**src/verilog/codec_ctrl_pkg.sv**
```systemverilog
// Shared constants and types for the codec serial control block
package codec_ctrl_pkg;
  // ----------------------------------------
  // Register map
  // ----------------------------------------
  localparam int REG_COUNT = 6;
  localparam logic [2:0] REG_PORT_MODE = 3'h0;
  localparam logic [2:0] REG_CLOCK_RATE = 3'h1;
  localparam logic [2:0] REG_POWER = 3'h2;
  localparam logic [2:0] REG_GAIN = 3'h3;
  localparam logic [2:0] REG_DAC_TIMING = 3'h4;
  localparam logic [2:0] REG_ANALOG_PATH = 3'h5;
  localparam logic [7:0] REG_RESET_VAL = 8'h00;
  // ----------------------------------------
  // Field positions
  // ----------------------------------------
  localparam int PM_MODE_BIT = 0;
  localparam int PM_MIXED_BIT = 1;
  localparam int PM_SWRST_BIT = 7;
  localparam int CR_RATE_LSB = 0;
  localparam int CR_SHIFT_LSB = 2;
  localparam int CR_MDIV_LSB = 4;
  localparam int PW_GLOBAL_BIT = 0;
  localparam int PW_ADC_BIT = 3;
  localparam int PW_DAC_BIT = 4;
  localparam int PW_REF_BIT = 5;
  localparam int DT_ADV_LSB = 0;
  localparam int DT_ADV_W = 5;
  // ----------------------------------------
  // Control word layout
  // ----------------------------------------
  localparam int WORD_W = 16;
  localparam int CW_CTRL_BIT = 15;
  localparam int CW_READ_BIT = 14;
  localparam int CW_DEV_LSB = 11;
  localparam int CW_REG_LSB = 8;
  // ----------------------------------------
  // Divider and timing constants
  // ----------------------------------------
  localparam logic [2:0] MDIV_CODES = 3'h5;
  localparam logic [3:0] SC_MAX_DIV = 4'h8;
  localparam int SR_MIN_DIV = 256;
  localparam logic [10:0] ADV_STEP = 11'h008;
  localparam logic [2:0] SWRST_CYCLES = 3'h4;
  localparam int FIRST_FS_DIVIDED_MASTER_CLOCK = 2048;
  // ----------------------------------------
  // Types
  // ----------------------------------------
  typedef logic [REG_COUNT-1:0][7:0] ctrl_bank_t;
  typedef struct packed {
    logic ref_on;
    logic dac_on;
    logic adc_on;
  } power_s;
  typedef struct packed {
    ctrl_bank_t ctrl;
    logic [2:0] mdiv_cnt;
    logic [2:0] sdiv_cnt;
    logic [10:0] smp_cnt;
    logic [15:0] rx_sr;
    logic [3:0] rx_cnt;
    logic rx_act;
    logic [15:0] tx_sr;
    logic [4:0] tx_cnt;
    logic tx_act;
    logic ofs;
    logic [15:0] dac_bank;
    logic [15:0] adc_bank;
    logic [15:0] dac_out;
    logic dac_load;
    logic [2:0] swrst_cnt;
  } core_s;
endpackage : codec_ctrl_pkg

```
**src/verilog/codec_serial_control_regs.sv**
```systemverilog
// Codec serial port control registers, dividers and sample FIFO

// ----------------------------------------
// Sample FIFO
// ----------------------------------------
module sample_fifo #(
  parameter int WIDTH = 16,
  parameter int DEPTH = 16
) (
  // Clock and reset
  input wire logic core_clk,
  input wire logic rstn,
  // Fill side
  input wire logic [WIDTH-1:0] in_data,
  input wire logic in_valid,
  output logic in_ready,
  // Drain side
  output logic [WIDTH-1:0] out_data,
  output logic out_valid,
  input wire logic out_ready
);
  localparam int AW = $clog2(DEPTH);

  if (DEPTH < 2 || (1 << AW) != DEPTH) begin : g_chk
    $error("sample_fifo depth must be a power of two");
  end

  typedef struct packed {
    logic [DEPTH-1:0][WIDTH-1:0] mem;
    logic [AW-1:0] wp;
    logic [AW-1:0] rp;
    logic [AW:0] cnt;
  } fifo_s;

  fifo_s s_q;
  fifo_s s_d;
  logic push;
  logic pop;

  assign in_ready = s_q.cnt != (AW+1)'(DEPTH);
  assign out_valid = s_q.cnt != '0;
  assign out_data = s_q.mem[s_q.rp];
  assign push = in_valid && in_ready;
  assign pop = out_valid && out_ready;

  always_comb begin
    s_d = s_q;
    if (push) begin
      s_d.mem[s_q.wp] = in_data;
      s_d.wp = s_q.wp + 1'b1;
    end
    if (pop)
      s_d.rp = s_q.rp + 1'b1;
    if (push && !pop)
      s_d.cnt = s_q.cnt + 1'b1;
    else if (pop && !push)
      s_d.cnt = s_q.cnt - 1'b1;
  end

  always_ff @(posedge core_clk or negedge rstn) begin
    if (!rstn)
      s_q <= '0;
    else
      s_q <= s_d;
  end
endmodule : sample_fifo

// ----------------------------------------
// Control block
// ----------------------------------------
module codec_serial_control_regs
  import codec_ctrl_pkg::*;
#(
  parameter int FIFO_DEPTH = 16
) (
  // Clock and reset
  input wire logic core_clk,
  input wire logic rstn,
  // Serial port
  input wire logic serial_in,
  input wire logic input_frame_sync,
  output logic serial_out,
  output logic output_frame_sync,
  output logic shift_strobe,
  output logic divided_master_clock,
  // ADC sample stream
  input wire logic [WORD_W-1:0] adc_data,
  input wire logic adc_valid,
  output logic adc_ready,
  // DAC sample
  output logic [WORD_W-1:0] dac_sample,
  output logic dac_load,
  // Status
  output ctrl_bank_t ctrl_regs,
  output power_s power,
  output logic reset_busy
);
  // ----------------------------------------
  // Divider decode
  // ----------------------------------------
  function automatic logic [2:0] mdiv_last(input logic [2:0] sel);
    mdiv_last = (sel < MDIV_CODES) ? sel : '0;
  endfunction : mdiv_last

  function automatic logic [2:0] sdiv_last(input logic [1:0] sel);
    sdiv_last = 3'((SC_MAX_DIV >> sel) - 4'h1);
  endfunction : sdiv_last

  function automatic logic [10:0] smp_last(input logic [1:0] sel);
    smp_last = 11'((12'(SR_MIN_DIV) << (~sel)) - 12'h001);
  endfunction : smp_last

  core_s s_q;
  core_s s_d;
  logic [2:0] md_sel;
  logic [1:0] sc_sel;
  logic [1:0] sr_sel;
  logic [DT_ADV_W-1:0] adv;
  logic tick;
  logic shift_tk;
  logic smp_evt;
  logic [10:0] load_pos;
  logic rx_take;
  logic [15:0] rx_word;
  logic word_done;
  logic busy;
  logic mode_data;
  logic mixed;
  logic is_ctrl;
  logic is_data;
  logic [2:0] dev;
  logic [2:0] ridx;
  logic [7:0] rdata;
  logic ctrl_act;
  logic wr_req;
  logic rd_req;
  logic fwd_req;
  logic sw_req;
  logic [15:0] reply;
  logic fifo_valid;
  logic [WORD_W-1:0] fifo_data;
  logic [15:0] next_adc;

  sample_fifo #(
    .WIDTH(WORD_W),
    .DEPTH(FIFO_DEPTH)
  ) u_fifo (
    .core_clk(core_clk),
    .rstn(rstn),
    .in_data(adc_data),
    .in_valid(adc_valid),
    .in_ready(adc_ready),
    .out_data(fifo_data),
    .out_valid(fifo_valid),
    .out_ready(smp_evt)
  );

  // ----------------------------------------
  // Clock, shift and sample timing
  // ----------------------------------------
  assign md_sel = s_q.ctrl[REG_CLOCK_RATE][CR_MDIV_LSB +: 3];
  assign sc_sel = s_q.ctrl[REG_CLOCK_RATE][CR_SHIFT_LSB +: 2];
  assign sr_sel = s_q.ctrl[REG_CLOCK_RATE][CR_RATE_LSB +: 2];
  assign adv = s_q.ctrl[REG_DAC_TIMING][DT_ADV_LSB +: DT_ADV_W];
  assign tick = s_q.mdiv_cnt >= mdiv_last(md_sel);
  assign shift_tk = tick && (s_q.sdiv_cnt >= sdiv_last(sc_sel));
  assign smp_evt = tick && (s_q.smp_cnt >= smp_last(sr_sel));
  // Load point one shift period plus advance before the sample event
  assign load_pos = (smp_last(sr_sel) - 11'(sdiv_last(sc_sel)) - 11'h001
    - 11'(adv) * ADV_STEP) & smp_last(sr_sel);

  // ----------------------------------------
  // Word decode
  // ----------------------------------------
  assign rx_take = shift_tk && (s_q.rx_act || input_frame_sync);
  assign rx_word = {s_q.rx_sr[14:0], serial_in};
  assign word_done = rx_take && s_q.rx_act && (s_q.rx_cnt == 4'hF);
  assign busy = s_q.swrst_cnt != '0;
  assign mode_data = s_q.ctrl[REG_PORT_MODE][PM_MODE_BIT];
  assign mixed = s_q.ctrl[REG_PORT_MODE][PM_MIXED_BIT];
  // Program mode takes only control words
  assign is_ctrl = rx_word[CW_CTRL_BIT] && (!mode_data || mixed);
  assign is_data = mode_data && (!mixed || !rx_word[CW_CTRL_BIT]);
  assign dev = rx_word[CW_DEV_LSB +: 3];
  assign ridx = rx_word[CW_REG_LSB +: 3];
  assign rdata = (ridx < REG_COUNT) ? s_q.ctrl[ridx] : '0;
  assign ctrl_act = word_done && !busy && is_ctrl;
  assign wr_req = ctrl_act && dev == '0 && !rx_word[CW_READ_BIT]
    && ridx < REG_COUNT;
  assign rd_req = ctrl_act && dev == '0 && rx_word[CW_READ_BIT];
  assign fwd_req = ctrl_act && dev != '0;
  assign sw_req = wr_req && ridx == REG_PORT_MODE
    && rx_word[PM_SWRST_BIT];
  assign reply = rd_req ? {rx_word[15:8], rdata}
    : {rx_word[15:14], dev - 3'h1, rx_word[10:0]};
  assign next_adc = fifo_valid ? fifo_data : s_q.adc_bank;

  // ----------------------------------------
  // Next state
  // ----------------------------------------
  always_comb begin
    s_d = s_q;
    s_d.dac_load = 1'b0;
    s_d.mdiv_cnt = tick ? '0 : s_q.mdiv_cnt + 3'h1;
    if (tick) begin
      s_d.sdiv_cnt = shift_tk ? '0 : s_q.sdiv_cnt + 3'h1;
      s_d.smp_cnt = smp_evt ? '0 : s_q.smp_cnt + 11'h001;
      if (s_q.smp_cnt == load_pos) begin
        s_d.dac_load = 1'b1;
        s_d.dac_out = s_q.dac_bank;
      end
      if (busy)
        s_d.swrst_cnt = s_q.swrst_cnt - 3'h1;
    end
    // Receive on shift clock falling edge
    if (rx_take) begin
      s_d.rx_sr = rx_word;
      s_d.rx_act = !word_done;
      s_d.rx_cnt = s_q.rx_act ? s_q.rx_cnt + 4'h1 : 4'h1;
    end
    if (word_done && !busy && is_data)
      s_d.dac_bank = mixed ? {rx_word[14:0], 1'b0} : rx_word;
    if (wr_req)
      s_d.ctrl[ridx] = rx_word[7:0];
    if (sw_req) begin
      s_d.swrst_cnt = SWRST_CYCLES;
    end
    // Registers held cleared while a reset runs
    if (sw_req || busy)
      s_d.ctrl = {REG_COUNT{REG_RESET_VAL}};
    // Transmit, most significant bit first
    if (s_q.tx_act && shift_tk) begin
      s_d.ofs = 1'b0;
      s_d.tx_sr = {s_q.tx_sr[14:0], 1'b0};
      s_d.tx_cnt = s_q.tx_cnt - 5'h01;
      if (s_q.tx_cnt == 5'h01)
        s_d.tx_act = 1'b0;
    end
    if (smp_evt) begin
      s_d.adc_bank = next_adc;
      s_d.tx_sr = next_adc;
      s_d.tx_cnt = 5'(WORD_W);
      s_d.tx_act = 1'b1;
      s_d.ofs = 1'b1;
    end else if ((rd_req || fwd_req) && !s_q.tx_act) begin
      s_d.tx_sr = reply;
      s_d.tx_cnt = 5'(WORD_W);
      s_d.tx_act = 1'b1;
      s_d.ofs = 1'b1;
    end
  end

  always_ff @(posedge core_clk or negedge rstn) begin
    if (!rstn)
      s_q <= '0;
    else
      s_q <= s_d;
  end

  // ----------------------------------------
  // Outputs
  // ----------------------------------------
  assign serial_out = s_q.tx_sr[WORD_W-1];
  assign output_frame_sync = s_q.ofs;
  assign shift_strobe = shift_tk;
  assign divided_master_clock = tick;
  assign dac_sample = s_q.dac_out;
  assign dac_load = s_q.dac_load;
  assign ctrl_regs = s_q.ctrl;
  assign reset_busy = busy;
  // Own bit or global bit powers a section
  assign power.adc_on = s_q.ctrl[REG_POWER][PW_ADC_BIT]
    | s_q.ctrl[REG_POWER][PW_GLOBAL_BIT];
  assign power.dac_on = s_q.ctrl[REG_POWER][PW_DAC_BIT]
    | s_q.ctrl[REG_POWER][PW_GLOBAL_BIT];
  assign power.ref_on = s_q.ctrl[REG_POWER][PW_REF_BIT]
    | s_q.ctrl[REG_POWER][PW_GLOBAL_BIT];

  // ----------------------------------------
  // Checks
  // ----------------------------------------
  logic seen_q;
  logic [11:0] first_cnt_q;

  always_ff @(posedge core_clk or negedge rstn) begin
    if (!rstn) begin
      seen_q <= 1'b0;
      first_cnt_q <= '0;
    end else begin
      if (s_q.ofs)
        seen_q <= 1'b1;
      if (tick && !seen_q)
        first_cnt_q <= first_cnt_q + 12'h001;
    end
  end
endmodule : codec_serial_control_regs

```
**config.mk**
```make
export PLATFORM = sky130hd
export DESIGN_NAME = codec_serial_control_regs
export DESIGN_NICKNAME = d
export VERILOG_FILES = /design/src/verilog/codec_ctrl_pkg.sv /design/src/verilog/codec_serial_control_regs.sv
export SDC_FILE = /design/constraint.sdc
export NUM_CORES = 1
export LEC_CHECK = 0
export BUFFER_PORTS_ARGS = -buffer_cell sky130_fd_sc_hd__clkbuf_2
export CAP_MARGIN = 20
export CORE_UTILIZATION = 40
export CTS_BUF_LIST = sky130_fd_sc_hd__clkbuf_16
export DETAILED_ROUTE_END_ITERATION = 12
export GPL_TIMING_DRIVEN = 1
export PLACE_DENSITY = 0.58
export SKIP_LAST_GASP = 1
export SYNTH_ARGS = -nofsm -noshare
export SYNTH_HDL_FRONTEND = slang
export SYNTH_SLANG_ARGS = --single-unit
```
**constraint.sdc**
```tcl
create_clock -name core_clk -period 3.5 [get_ports core_clk]
set_clock_uncertainty 0.2 [all_clocks]
set_input_delay 0 -clock core_clk [delete_from_list [all_inputs] [get_ports core_clk]]
set_output_delay 0 -clock core_clk [all_outputs]
set_load 0.05 [all_outputs]
```
# Word-level counts from Yosys, hierarchy flattened
# Index checks and enable logic that the tools add are counted.
[classes]
order_cmp = 10
muxes = 31
n_addsub = 16
n_shift = 2
eq_ne = 4
bitwise_logic = 5
n_reduce_logical = 53
[op_table]
columns = ["op", "count"]
rows = [
  ["bitwise mux 256 bit", 1],
  ["2-to-1 mux 48 bit", 2],
  ["2-to-1 mux 23 bit", 3],
  ["binary-select mux 16 bit (select 4 bit)", 1],
  ["demux 16 bit (select 4 bit)", 1],
  ["2-to-1 mux 16 bit", 4],
  ["bitwise mux 48 bit", 1],
  ["logical AND 1 bit", 25],
  ["binary-select mux 8 bit (select 3 bit)", 1],
  ["demux 8 bit (select 3 bit)", 1],
  ["2-to-1 mux 8 bit", 3],
  ["subtractor 11 x 1 -> 11 bit, second input constant", 2],
  ["2-to-1 mux 3 bit", 5],
  ["2-to-1 mux 14 bit", 1],
  ["adder 4 x 1 -> 4 bit, second input constant", 3],
  ["nonzero test 3 bit", 4],
  ["adder 11 x 1 -> 11 bit, second input constant", 1],
  ["AND 11 bit", 1],
  ["== test 11 bit", 1],
  [">= comparator 11 bit", 1],
  ["2-to-1 mux 11 bit", 1],
  ["left shift 9 x 2 -> 11 bit, first input constant", 1],
  ["subtractor 11 x 3 -> 11 bit", 1],
  ["subtractor 11 x 8 -> 11 bit", 1],
  ["other kinds (25)", 55],
]
[word_totals]
elab_cells = 161
reg_bits = 429
inputBits = 21
output_inout_bits = 74

# Logic depth before layout (Yosys ltp)
[logic_depth]
word_depth = 16
depth_mapped = 17
depth_no_buf = 16

# Hierarchy
# From an unflattened synthesis, not the netlist that was laid out.
[hier_totals]
hier_cells = 1714
area_unflattened_um2 = 21623.2
[by_module_without_submodules]
columns = ["module", "cells_each", "area_per_inst_um2", "seq_area_each_um2", "n_inst"]
rows = [
  ["sample_fifo", 848, 12799.8, 6731.5, 1],
  ["codec_serial_control_regs", 866, 8823.5, 4003.8, 1],
]

# Worst setup path after synthesis
# OpenSTA, ideal clock, no wires.
[synth_timing]
path_kind = "register to register"
startpoint = "reg s_q, in the netlist ctrl_regs[9]"
endpoint = "reg u_fifo.s_q[4] (netlist name)"
path_stages_with_launch = 16
t_required_ns = 3.165
path_buffers = 0
setup_ns = 0.135
synth_period_minus_slack_ns = 3.826
setup_slack_ns = -0.326
arrival_time_ns = 3.491
path_cell_list = "dfrtp_1 > or2_2 > ha_1 > o21ai_0 > or4_1 > a21o_1 > nor2_1 > inv_1 > ha_1 > inv_1 > ha_1 > a21o_1 > a21oi_1 > xnor2_1 > nor2_1 > xor2_1"
[synth_via]
elab_chain_cells = 9
word_cells_on_any_way = 11
cone_classes = "1 x add/sub; 1 x order compare; 1 x shift; 1 x mux; 1 x bitwise; 6 x reduce/logical"
[synth_lines]
columns = ["item", "line_no", "source"]
rows = [
  ["start, declared", "codec_serial_control_regs.sv:113", "core_s s_q;"],
  ["start signal, assigned", "codec_serial_control_regs.sv:255", "s_q <= '0;"],
  ["start signal, assigned", "codec_serial_control_regs.sv:257", "s_q <= s_d;"],
  ["NOT 2 bit *", "codec_serial_control_regs.sv:110", "smp_last = 11'((12'(SR_MIN_DIV) << (~sel)) - 12'h001);"],
  ["left shift 9 x 2 -> 11 bit *", "codec_serial_control_regs.sv:110", ""],
  ["subtractor 11 x 1 -> 11 bit *", "codec_serial_control_regs.sv:110", ""],
  [">= comparator 11 bit *", "codec_serial_control_regs.sv:167", "assign smp_evt = tick && (s_q.smp_cnt >= smp_last(sr_sel));"],
  ["logical AND 1 bit *", "codec_serial_control_regs.sv:167", ""],
  ["logical AND 1 bit *", "codec_serial_control_regs.sv:44", "assign pop = out_valid && out_ready;"],
  ["zero test 1 bit", "codec_serial_control_regs.sv:54", "if (push && !pop)"],
  ["logical AND 1 bit", "codec_serial_control_regs.sv:54", ""],
  ["2-to-1 mux 5 bit / nonzero test 2 bit (equally long branches)", "--", ""],
  ["end signal, assigned", "codec_serial_control_regs.sv:62", "s_q <= '0;"],
  ["end signal, assigned", "codec_serial_control_regs.sv:64", "s_q <= s_d;"],
  ["end, declared", "codec_serial_control_regs.sv:35", "fifo_s s_q;"],
]
# Every way passes the cells marked *; elsewhere a longest branch is shown, timed or not.
# A chain may end at the register's enable or synchronous reset.

# Final worst setup path
[layout_timing]
startpoint = "reg s_q, in the netlist ctrl_regs[8]"
endpoint = "reg u_fifo.s_q[4] (netlist name)"
# The elaborated chain is that of the path after synthesis.

==> impl_metrics.env <==
export IMPL_required_ns=3.76
export IMPL_slew_violations=0
export IMPL_crit_fanout=4
export IMPL_hp_class="primary input to flop"
export IMPL_dr_pass1_iters=5
export IMPL_cts_tree="yes"
export IMPL_h_tree_depth=2
export IMPL_worstSetupPathType="flop to flop"
export IMPL_globalplace_congestion=0.8225
export IMPL_ios=95
export IMPL_wirelength_um=51960
export IMPL_synth_flop_cell="dfrtp_1"
export IMPL_vias_per_cell=5.502
export IMPL_path_clk_slew_ns=0.06
export IMPL_n_fill_cell=4701
export IMPL_syn2layout_area_growth_pct=14.12
export IMPL_routed_via_count=13550
export IMPL_finalSetupViolCount=0
export IMPL_clock_sinks=429
export IMPL_dieArea_um2=53260
export IMPL_synth_area_per_cell_um2=12.43
export IMPL_grt_antenna_before_repair=0
export IMPL_pwr_density_cell_nw_per_um2=644.1
export IMPL_drcViolationCount=0
export IMPL_drt_iter0_markers=1015
export IMPL_yosys_warnings=0
export IMPL_crit_top_cell="ha_4"
export IMPL_startpoint_type="flop"
export IMPL_synth_top_family_by_area="multiplexers"
export IMPL_start_util_pct=40.65
export IMPL_synth_seq_cells=429
export IMPL_die_h_um=230.8
export IMPL_worst_slew_pin_slew_ns=0.9198
export IMPL_grt_first_pass_wirelength_um=83120
export IMPL_fin_area_um2=23890
export IMPL_synthMuxAreaShare_pct=26.41
export IMPL_n_antenna_cell=0
export IMPL_synthesis_area_um2=20940
export IMPL_fin_crit_ns=3.320
export IMPL_cpMaxStageDelayCell="or4_4"
export IMPL_cts_made_buffers=48
export IMPL_synth_compound_area_share_pct=6.078
export IMPL_layout_common_cells="dfrtp_1, mux2_2, nand2_1"
export IMPL_clock_path_buffers=3
export IMPL_cp_end_kind="flop"
export IMPL_finalHoldViolCount=0
export IMPL_cp_cell_sequence="or2_4 > ha_4 > o21ai_2 > or4_4 > a21o_4 > nor2_4 > inv_1 > ha_4 > inv_4 > ha_4 > a21o_1 > a21oi_2 > xnor2_1 > nor2_1 > xor2_1"
export IMPL_worstPathArrival_ns=3.58
export IMPL_ys_seq_area_share_pct=51.28
export IMPL_tns_ns=0
export IMPL_syn_instance_count=1685
export IMPL_final_core_util_pct=46.39
export IMPL_grt_pass1_vias=14020
export IMPL_grt_util_all_layers_pct=20.00
export IMPL_synthAdderAreaFrac_pct=1.769
export IMPL_synth_simple_area_share_pct=8.080
export IMPL_synthesis_nets=1735
export IMPL_peakVddDrop_mv=0.5164
export IMPL_grt_overflow=0
export IMPL_fin_crit_sh_pct=94.84
export IMPL_slew_headroom_pct=38.68
export IMPL_drv_cap=0
export IMPL_synth_xor_area_share_pct=1.297
export IMPL_mostFrequentLayoutCell="dfrtp_1"
export IMPL_worst_path_buf_inv=2
export IMPL_crit_family="simple AND/OR/NAND/NOR gates"
export IMPL_wire_per_inst_um=21.10
export IMPL_core_area_um2=51510
export IMPL_rsz0062_at_grt="no"
export IMPL_root_buffer="clkbuf_16"
export IMPL_insertion_delay_ns=0.60
export IMPL_synth_cell_type_count=65
export IMPL_fmax_ghz=0.3012
export IMPL_place_area_um2=22190
export IMPL_outcome="finished, final reports clean"
export IMPL_synth_edf_count=0
export IMPL_leakagePower_nw=10.72
export IMPL_nets=1800
export IMPL_grt_max_degree=97
export IMPL_dp_hpwl_um=33630
export IMPL_drive_gt1_share_pct=34.79
export IMPL_async_reset_ff_share_pct=100.0
export IMPL_dieWidth_um=230.8
export IMPL_numPortBuffers=94
export IMPL_max_stage_delay_ns=0.51
export IMPL_placementRows=83
export IMPL_ant_nets=0
==> cells by family after synthesis <==
logic type	Yosys count
DFF	429
muxes	422
and+or+nand+nor	365
buffers and inverters	207
AOI/OAI and AO/OA	202
xor gates and xnor gates	31
adders and majority gates	29
==> worst min-delay path, cell delays in order <==
cell           delay, ns
dlygate4sd3_1       0.53
clkbuf_2            0.17
nand2_1             0.07
o21ai_0             0.06
==> power breakdown <==
| part | internal (mW) | switching [mW] |
|---|---|---|
| clock | 2.70 | 2.04 |
| combinational | 2.07 | 1.36 |
| sequential | 6.45 | 0.772 |
| total | 11.2 | 4.17 |
==> area by class of cell <==
class / count / area [µm²] / area share, %
timing repair buffer: 198 / 1539 / 6.441
multi-input combinational: 1049 / 9218 / 38.58
clock buffer: 48 / 1201 / 5.027
inverter: 24 / 92.59 / 0.3875
clock inverter: 34 / 251.5 / 1.053
sequential: 429 / 10740 / 44.95
tap: 680 / 850.8 / 3.561
==> repair_timing <==
| action | in CTS | in global routing |
|---|---|---|
| endpoints found under the hold margin | 706 | 0 |
| buffers inserted | 0 | 1 |
| endpoints found under the setup margin | 0 | 2 |
| resized for setup | 0 | 5 |
| hold buffers | 21 | 0 |
==> state kept, by name, indices dropped and copies added, names as in the netlist <==
signal	flops
u_fifo.s_q	269
s_q	78
ctrl_regs	48
dac_sample	16
rx_word	9
dev	3
ridx	3
dac_load	1
output_frame_sync	1
serial_out	1
==> synth_stat cells (all sizes together), types with 3 or more instances <==
library cell,instances,area (µm²)
nor4,4,37.53
nand2b,7,43.79
a21o,10,75.07
dfrtp,429,10740
and3,11,70.07
a22o,10,87.58
mux4,73,1644
or3,4,25.02
o211ai,10,75.07
a211oi,12,90.09
o22ai,8,50.05
o211a,3,30.03
inv,23,86.33
xnor2,19,166.4
nand4,14,87.58
o221ai,7,61.31
mux2,283,3224
or2,6,37.54
a21oi,54,270.3
nand2,168,630.6
o31ai,5,37.54
nor2b,8,50.05
xor2,12,105.1
nand3,47,235.2
a31oi,5,31.28
mux2i,66,660.6
ha,28,350.3
buf,105,683.2
clkbuf,78,292.8
o21ai,56,284.0
o21a,7,52.55
nor2,74,277.8
and2,4,25.02
nor3b,3,33.78
nand4b,4,35.03
==> worst paths after layout <==
check                                      start         endpoint  slack [ns]  cells past startpoint
worst max-delay path                ctrl_regs[8]    u_fifo.s_q[4]        0.18                     15
worst min-delay path            input_frame_sync          s_q[75]        0.09                      4
worst max register to register      ctrl_regs[8]    u_fifo.s_q[4]        0.18                     15
worst min register to register          s_q[110]         s_q[110]        0.26                      1
max in group asynchronous                   rstn  u_fifo.s_q[181]        1.70                      4
min in group asynchronous                   rstn  u_fifo.s_q[145]        0.40                      3
==> stage by stage <==
stage | setup WS (ns) | total power [mW] | hold slack [ns] | std cells
2_1_floorplan | 0.02747 | 9.612 | -0.4956 | 1685
3_3_place_gp | 0.07510 | 10.50 | -0.07845 | 2357
3_5_place_dp | 0.05261 | 10.72 | -0.07789 | 2357
4_1_cts | 0.03449 | 15.55 | 0.06448 | 2460
5_1_grt | 0.02104 | 16.20 | 0.1112 | 2462
6_report | 0.1804 | 15.39 | 0.09399 | 2462
==> per-layer routing <==
layer  track usage (%)  part of all wire [%]  vias to the layer above  wire length, µm
li1                  -                     -                     6131                -
met1             27.32                    46                     7078            23700
met2             33.05                    48                      258            25190
met3             2.816                   3.6                       79             1860
met4             5.815                   2.3                        0             1202
met5                 0                     0                        -                0
Power figures use the tool's default switching activity.
